$ cat src/core/ebg_defs.vh
`ifndef EBG_DEFS_VH
`define EBG_DEFS_VH

// ==========================================
// Clock and reset timing
`define EBG_CLK_PERIOD_PS   4000
`define EBG_LOCK_CYCLES     2000
`define EBG_LOCK_CNT_W      11
`define EBG_RESET_MIN_CLKS  5

// ==========================================
// Bus handshake states
`define EBG_ST_W            2
`define EBG_ST_OWN          2'h0
`define EBG_ST_RELEASE      2'h1
`define EBG_ST_GRANTED      2'h2
`define EBG_ST_RETURN       2'h3

// ==========================================
// Sampled input lines
`define EBG_IRQ_W           3

`endif

$ cat src/core/ebg_sampler.v
`timescale 1ns/1ps
// ==========================================
// Two-stage input sampler, one lane per line
module ebg_sampler
#(
  parameter W = 4
)
(
  // Clock, enable and reset
  input  wire         clk,
  input  wire         rst_b,
  input  wire         ce,
  // Lines
  input  wire [W-1:0] raw,
  output wire [W-1:0] sampled
);

  reg [W-1:0] stage1;
  reg [W-1:0] stage2;

  genvar i;
  generate
    for (i = 0; i < W; i = i + 1)
    begin : g_lane
      // Inputs idle high; the first stage only feeds the second
      always @(posedge clk)
      begin
        if (!rst_b)
        begin
          stage1[i] <= 1'b1;
          stage2[i] <= 1'b1;
        end
        else if (ce)
        begin
          stage1[i] <= raw[i];
          stage2[i] <= stage1[i];
        end
      end
    end
  endgenerate

  assign sampled = stage2;

endmodule

$ cat src/core/ebg_top.v
`timescale 1ns/1ps
`include "ebg_defs.vh"
// Summary of operation
// Reset held low at least five clocks
// Clock lock reported within 2000 cycles
// Interrupt and flag recognised this or next cycle (irq_seen and flag_seen update on the third clock after the line changes)
// Level interrupts held low until serviced
// Bus request recognised this or next cycle (req_seen goes true on the second clock after bus_request_n falls)
// Grant asserted the cycle after recognition
// Asynchronous request synchronised inside the device
// Strobes released before grant goes low
// Strobes re-enabled only after grant high
// Own accesses suspended while grant active
module ebg_top
(
  // Clock, enable and reset
  input  wire                    clk,
  input  wire                    ce,
  input  wire                    rst_b,
  // External bus master handshake
  input  wire                    bus_request_n,
  output reg                     bus_grant_n,
  // Memory strobes from the core
  input  wire                    core_data_space_select_n,
  input  wire                    core_program_space_select_n,
  input  wire                    core_boot_space_select_n,
  input  wire                    core_read_n,
  input  wire                    core_write_n,
  // Memory strobe pins
  output reg                     data_space_select_n,
  output reg                     program_space_select_n,
  output reg                     boot_space_select_n,
  output reg                     read_n,
  output reg                     write_n,
  output reg                     strobe_oe,
  // Core stall while the bus is away
  output reg                     core_bus_hold,
  // Interrupts and flag
  input  wire [`EBG_IRQ_W-1:0]   ext_interrupt_n,
  input  wire                    flag_input,
  output reg  [`EBG_IRQ_W-1:0]   irq_seen,
  output reg                     flag_seen,
  // Clock multiplier status
  output reg                     clock_locked,
  output reg                     reset_too_short
);

  // ==========================================
  // Input sampling
  wire [`EBG_IRQ_W+1:0] sampled;

  ebg_sampler
  #(
    .W (`EBG_IRQ_W + 2)
  )
  u_sampler
  (
    .clk     (clk),
    .rst_b   (rst_b),
    .ce      (ce),
    .raw     ({bus_request_n, flag_input, ext_interrupt_n}),
    .sampled (sampled)
  );

  wire req_seen = ~sampled[`EBG_IRQ_W+1];

  // Level lines are passed through as sampled; holding them is the source's job
  always @(posedge clk)
  begin
    if (!rst_b)
    begin
      irq_seen  <= {`EBG_IRQ_W{1'b0}};
      flag_seen <= 1'b0;
    end
    else if (ce)
    begin
      irq_seen  <= ~sampled[`EBG_IRQ_W-1:0];
      flag_seen <= sampled[`EBG_IRQ_W];
    end
  end

  // ==========================================
  // Bus request and grant
  reg [`EBG_ST_W-1:0] state;
  reg [`EBG_ST_W-1:0] next_state;

  always @*
  begin
    case (state)
      `EBG_ST_OWN:     next_state = req_seen ? `EBG_ST_RELEASE : `EBG_ST_OWN;
      `EBG_ST_RELEASE: next_state = `EBG_ST_GRANTED;
      `EBG_ST_GRANTED: next_state = req_seen ? `EBG_ST_GRANTED : `EBG_ST_RETURN;
      `EBG_ST_RETURN:  next_state = `EBG_ST_OWN;
      default:         next_state = `EBG_ST_OWN;
    endcase
  end

  always @(posedge clk)
  begin
    if (!rst_b)
    begin
      state                  <= `EBG_ST_OWN;
      bus_grant_n            <= 1'b1;
      strobe_oe              <= 1'b1;
      core_bus_hold          <= 1'b0;
      data_space_select_n    <= 1'b1;
      program_space_select_n <= 1'b1;
      boot_space_select_n    <= 1'b1;
      read_n                 <= 1'b1;
      write_n                <= 1'b1;
    end
    else if (ce)
    begin
      state <= next_state;
      // Strobes drop one cycle before grant falls
      strobe_oe     <= (next_state == `EBG_ST_OWN);
      bus_grant_n   <= (next_state != `EBG_ST_GRANTED);
      core_bus_hold <= (next_state != `EBG_ST_OWN);
      // Idle values while released so pins are clean on re-enable
      if (next_state == `EBG_ST_OWN)
      begin
        data_space_select_n    <= core_data_space_select_n;
        program_space_select_n <= core_program_space_select_n;
        boot_space_select_n    <= core_boot_space_select_n;
        read_n                 <= core_read_n;
        write_n                <= core_write_n;
      end
      else
      begin
        data_space_select_n    <= 1'b1;
        program_space_select_n <= 1'b1;
        boot_space_select_n    <= 1'b1;
        read_n                 <= 1'b1;
        write_n                <= 1'b1;
      end
    end
  end

  // ==========================================
  // Reset width check and lock timer
  reg [2:0]                  rst_cnt;
  reg [`EBG_LOCK_CNT_W-1:0]  lock_cnt;

  // Counts low reset clocks; flag latched at release if too few
  always @(posedge clk)
  begin
    if (!rst_b)
    begin
      if (rst_cnt != 3'h7)
        rst_cnt <= rst_cnt + 3'h1;
    end
    else
      rst_cnt <= 3'h0;
  end

  always @(posedge clk)
  begin
    if (!rst_b)
    begin
      lock_cnt        <= {`EBG_LOCK_CNT_W{1'b0}};
      clock_locked    <= 1'b0;
      reset_too_short <= 1'b0;
    end
    else if (ce)
    begin
      if (rst_cnt != 3'h0)
        reset_too_short <= (rst_cnt < `EBG_RESET_MIN_CLKS);
      if (lock_cnt == `EBG_LOCK_CYCLES - 1)
        clock_locked <= 1'b1;
      else
        lock_cnt <= lock_cnt + 11'h1;
    end
  end

endmodule

$ cat config.mk
export PLATFORM = sky130hd
export DESIGN_NAME = ebg_top
export DESIGN_NICKNAME = d
export VERILOG_FILES = /design/src/core/ebg_sampler.v /design/src/core/ebg_top.v
export VERILOG_INCLUDE_DIRS = /design/src /design/src/core
export SDC_FILE = /design/constraint.sdc
export NUM_CORES = 1
export LEC_CHECK = 0
export BUFFER_PORTS_ARGS = -buffer_cell sky130_fd_sc_hd__buf_2
export CORE_MARGIN = 8
export CORE_UTILIZATION = 49
export DETAILED_ROUTE_END_ITERATION = 12
export PLACE_DENSITY = 0.7
export SLEW_MARGIN = 15
export SYNTH_ARGS = -nofsm -noshare
export SYNTH_HDL_FRONTEND = slang
export SYNTH_SLANG_ARGS = --single-unit
export TNS_END_PERCENT = 50
$ cat constraint.sdc
create_clock -name clk -period 1.55 [get_ports clk]
set_input_delay 0.155 -clock clk [delete_from_list [all_inputs] [get_ports clk]]
set_output_delay 0.155 -clock clk [all_outputs]
set_load 0.1 [all_outputs]
==> results of run 1 <==
## Yosys cell counts (2+ instances only)
master	instances
dfxtp_1	40
nand2_1	20
mux2i_1	16
nor2_1	10
inv_1	9
a21oi_1	8
nand2b_1	7
ha_1	6
o21ai_0	5
o22a_1	5
o31ai_1	4
or4_1	4
clkbuf_1	3
nand3_1	3
a211oi_1	2
and3b_1	2
buf_2	2
clkbuf_8	2
nand4_1	2
nor3_1	2
nor4_1	2
o211ai_1	2
## worst max-delay path, stage by stage (launching register included)
cell and delay, ns:
dfxtp_2 0.35, buf_6 0.12, ha_4 0.14, and3b_1 0.17
or4_4 0.55, o22a_1 0.20
## kinds of logic after synthesis
group / after synthesis / share of synthesized area
AO/OA/AOI/OAI: 33 / 0.136
XOR/XNOR: 1 / 0.00511
adder cells (fa/ha/maj): 6 / 0.0438
buffers and inverters: 17 / 0.0504
flip-flops: 40 / 0.467
multiplexers: 16 / 0.0934
AND/OR/NAND/NOR: 63 / 0.204
## stage by stage
step	setup slack [ns]	area [sq um]	utilization	std cells	hold WS, ns
floorplan	0.0103	1710	-	176	0.274
global placement	0.000795	1930	0.579	251	0.362
finish	-0.0634	2060	0.617	261	0.0216
detailed placement	-0.0648	1930	0.579	251	0.370
global route	-0.107	2060	0.617	261	0.00140
CTS	-0.0684	2030	0.608	260	0.00925
## layer usage
metal  track usage  share of wire
met5             0              0
met3        0.0519          0.055
met4        0.0640          0.018
met2         0.223           0.47
met1         0.164           0.46
## where the power goes
group / internal (mW) / switching [mW]
logic: 0.106 / 0.251
clock network: 0.224 / 0.323
registers: 1.08 / 0.0325
## final timing paths
kind / from / to / slack [ns] / cells past startpoint
min reg2reg: u_sampler.sampled[0] / irq_seen[0] / 0.45 / 1
max: state[1] / read_n / -0.06 / 5
max reg2reg: state[1] / read_n / -0.06 / 5
min: ext_interrupt_n[1] / u_sampler.stage1[1] / 0.02 / 3
## repair_timing
item | 4_1_cts | 5_1_grt
setup buffers | 1 | 1
resized for setup | 9 | 4
setup endpoints to repair | 6 | 9
pin swaps | 7 | 2
## state kept, by name, summed over array words and instances (netlist names)
name                    count
irq_seen                    3
read_n                      1
u_sampler.stage1            5
rst_cnt                     3
lock_cnt                   11
flag_seen                   1
bus_grant_n                 1
program_space_select_n      1
clock_locked                1
u_sampler.sampled           5
data_space_select_n         1
reset_too_short             1
write_n                     1
state                       2
boot_space_select_n         1
core_bus_hold               1
strobe_oe                   1
## area by class of cell
cell class | count | area (sq um) | share of cell area
tap | 46 | 57.6 | 0.0279
clock buffer | 8 | 58.8 | 0.0286
multi-input combinational | 119 | 873 | 0.424
inverter | 9 | 33.8 | 0.0164
sequential | 40 | 805 | 0.391
timing repair buffer | 39 | 231 | 0.112
==> results.md, run 1 <==
* Clock transition at path regs at 0.11 ns
* Share of layout cells above drive strength 1 at 0.288
* Core Box Area at 3340 sq um
* Setup slack after layout at -0.0634 ns
* Final ANT Viol Nets at 0
* P_leak at 0.857 nW
* RSZ-0062 raised after global routing: true
* Maximum Capacitance Violations at 0
* Synth-to-Final Area Change at 20.1%
* Top cells by area, synth: dfxtp_1 47%, mux2i_1 9.3%, ha_1 4.4%
* Post-synth top area share at 0.467
* Ys flop type: dfxtp_1
* FP Rows at 21
* CTS tree: yes
* Worst rel slew slack at 0.674
* Net Count, Synth at 195
* Setup_tns at -0.191 ns
* DR vias at 1383
* Post-synthesis cell area at 1710 sq um
* H-tree levels at 2
* Post-Route WL at 3.63 mm
* Data arrival, critical path at 1.86 ns
* Failing checks: setup timing
* Status: complete, but fails checks
* Max VDD drop at 0.000530 V
* Cells after Synth at 176
* Die Span X at 75.1 microns
* Die Span Y at 75.1 microns
* Synth Warn # at 0
* Fill count at 314
* Num CTS Buffers at 5
* Hpwl dp at 2.61 mm
* CTS sink cnt at 40
* CTS root buf: clkbuf_4
* Commonest non-fill, non-tap cell in the layout: dfxtp_1
* Final setup violation count at 5
* WL/cell at 13.9 microns
* Cell accounting for the most synthesized area: dfxtp_1
* # DRC at 0
* Routability congestion estimate at 0.725
* Final Hold Vio Count at 0
* Final Power at 2.01 mW
* Seq cells post-synth at 40
* N_diodes at 0
* Avg Cell Area, Syn at 9.74 sq um
* PD cells at 978 nW/um^2
* Maximum clock rate at 0.620 GHz
* Vias per cell at 5.30
* Most frequent cells in the layout: 37 x dfxtp_1, 26 x buf_2, 20 x nand2_1, 16 x mux2i_1, 12 x buf_4
* Hold/Removal Path Class: in -> reg
* DRT iter0 DRCs at 93
* GR Overflow Total at 0
* Ys async rst share at 0
* DRT Pass-1 Iters at 4
* Max Root-Sink Buffers at 2
* CP Capture Type: register
* Antenna violations before repair at 0
* Max-slew violation count at 0
* Worst Path Required at 1.80 ns
* Post-synthesis sequential area ratio at 0.467
* Crit Path Class: reg -> reg
* Global-route wire length before repair at 6.02 mm
* Period utilization at 1.04
* Post-synth EDFFs at 0
* Vias in the first global route at 1347
* Port bufs at 26
* GRT Total Usage at 0.140
* Yosys cell types at 42
* Max FO, Critical Path at 5
* Tmin final at 1.61 ns
* Initial Utilization at 0.514
* Clock Skews at 0.0120 ns
* Hold-fix buffers at CTS at 0
* Final nets at 233
* IO Pins at 27
* Setup crit start kind: register
* Largest net degree at the start of global routing at 30
* Clock latency on the worst-skew pair at 0.35 ns
* Slew @ Worst Pin at 0.493 ns
* Die ar. at 5650 sq um
(Power assumes the default switching activity.)
==> inputs of run 2 (changes only) <==
PLACE_DENSITY = 0.77   (was 0.7)
SYNTH_HIERARCHICAL = 1   (was default)
==> run 2 against run 1 <==
- the flow still finishes with violations (setup timing)
- wire length fell by 0.19%
- sequential share of layout area fell by 0.73 points
- worst setup slack improved by 0.0092 ns
- final cell count rose by 1.1%
- critical path type unchanged
==> results.md, run 2 <==
* Status: complete, but fails checks
* Failing checks: setup timing
* Maximum Capacitance Violations at 0
* Worst Path Required at 1.81 ns
* DR vias at 1415
* Xor/xnor share of the synthesized area at 0.00514
* Final setup violation count at 5
* Largest family of logic cells by synthesized area: simple AND/OR/NAND/NOR gates
* N_diodes at 0
* Final ANT Viol Nets at 0
* Core Box Area at 3340 sq um
* CTS sink cnt at 40
* Share of layout cells above drive strength 1 at 0.289
* WP buf/inv at 1
* Max VDD drop at 0.000588 V
* Max-slew violation count at 0
* Post-synth top area share at 0.470
* Synth Area in Compound Gates at 0.142
* Setup slack after layout at -0.0541 ns
* Max Root-Sink Buffers at 2
* Port bufs at 26
* Slowest cell on crit path: or4_4
* H-tree levels at 2
* Commonest non-fill, non-tap cell in the layout: dfxtp_1
* Vias per cell at 5.36
* Placed cell area at 1920 sq um
* Hold/Removal Path Class: in -> reg
* Final Hold Vio Count at 0
* Die ar. at 5620 sq um
* Worst rel slew slack at 0.672
* Post-Layout Cell Count at 264
* Cells after Synth at 175
* Final Power at 2.17 mW
* CP top delay family: simple AND/OR/NAND/NOR gates
* Post-Synth Adder-Cell Area at 0.0441
* Simple logic cell fraction of the synthesized area at 0.203
* DP Cell Count at 249
* FP Rows at 21
* Post-synthesis sequential area ratio at 0.470
* Final nets at 236
* DRT Pass-1 Iters at 4
* Initial Utilization at 0.511
* Setup crit start kind: register
* Vias in the first global route at 1298
* Largest register by flop count: lock_cnt
* RSZ-0062 raised after global routing: true
* Clock transition at path regs at 0.12 ns
* CP max stage delay at 0.54 ns
* Tmin final at 1.60 ns
* Clock latency on the worst-skew pair at 0.35 ns
* Max reg flops at 11
* GR Overflow Total at 0
* CTS root buf: clkbuf_4
* P_leak at 0.867 nW
* Largest net degree at the start of global routing at 30
* Avg Cell Area, Syn at 9.74 sq um
* Hpwl dp at 2.56 mm
* Top cells by area, synth: dfxtp_1 47%, mux2i_1 8.8%, ha_1 4.4%
* Setup WS pre-CTS at -0.0705 ns
* Ys flop type: dfxtp_1
* Period utilization at 1.03
* Ys async rst share at 0
* Antenna violations before repair at 0
* PD cells at 1030 nW/um^2
* Most frequent cell after synthesis: dfxtp_1
* # DRC at 0
* Net Count, Synth at 194
* Clock Skews at 0.0104 ns
* WL/cell at 13.7 microns
* Most frequent cells in the layout: 36 x dfxtp_1, 26 x buf_2, 20 x nand2_1, 15 x mux2i_1, 12 x buf_4
* Data arrival, critical path at 1.86 ns
* Cell accounting for the most synthesized area: dfxtp_1
* Post-synth EDFFs at 0
* CP Cell Sequence: inv_2 > ha_4 > nand2b_4 > or4_4 > o22a_1
* Global-route wire length before repair at 5.90 mm
* Slew @ Worst Pin at 0.496 ns
* DRT iter0 DRCs at 74
* Yosys cell types at 43
* Post-synthesis mux area share at 0.0881
* Maximum clock rate at 0.623 GHz
* Synth Warn # at 6
* Routability congestion estimate at 0.782
* Synth-to-Final Area Change at 23.3%
* Setup_tns at -0.208 ns
* Design Area, Final at 2100 sq um
* Leading cell types by count after synthesis: 40 x dfxtp_1, 20 x nand2_1, 15 x mux2i_1
* IO Pins at 27
* CTS tree: yes
* GRT Total Usage at 0.139
* Die Span X at 75.0 microns
* Num CTS Buffers at 5
* CP Capture Type: register
* Hold Slack at 0.00940 ns
* Final Util at 0.630
* Seq cells post-synth at 40
* Crit Path Class: reg -> reg
* Post-Route WL at 3.62 mm
* Max FO, Critical Path at 5
* Die Span Y at 75.0 microns
* Post-synthesis cell area at 1700 sq um
-- run 2: where the power goes --
| part | internal, mW | switching, mW |
|---|---|---|
| registers | 1.08 | 0.0333 |
| clock network | 0.336 | 0.345 |
| logic | 0.115 | 0.260 |
-- run 2: what timing repair did --
item                                   4_1_cts  5_1_grt
hold buffers                                 4        1
endpoints found under the hold margin        4        1
resized for setup                            9        2
buffers inserted                             1        1
setup endpoints to repair                    7       10
pin swaps                                    7        3
gates cloned                                 0        0
-- run 2: layer usage --
metal	track usage	routed length, microns
met3	0.0519	259
met2	0.227	1730
met1	0.156	1580
met5	0	0
met4	0.0630	52
-- run 2: worst paths after layout --
kind                            start                endpoint  slack [ns]  cells past startpoint
min          core_data_space_select_n     data_space_select_n       0.009                      2
min reg2reg      u_sampler/sampled[2]             irq_seen[2]        0.45                      1
max reg2reg                  state[1]  program_space_select_n       -0.05                      5
max                          state[1]  program_space_select_n       -0.05                      5
-- run 2: cell families (layout without fill, tap and decap cells) --
logic type	Yosys count	in the layout
compound gates	34	34
xor+xnor	1	1
fa+ha+maj	6	6
buf+inv	16	59
flops	40	40
mux	15	15
simple gates	63	63
-- run 2: area by class of cell --
type / instances / area [sq um]
Tap cell: 46 / 57.6
Clock buffer: 5 / 37.5
Sequential cell: 40 / 806
Multi-Input combinational cell: 119 / 858
Fill cell: 281 / 1230
Inverter: 8 / 30.0
Timing Repair Buffer: 43 / 270
Clock inverter: 3 / 42.5
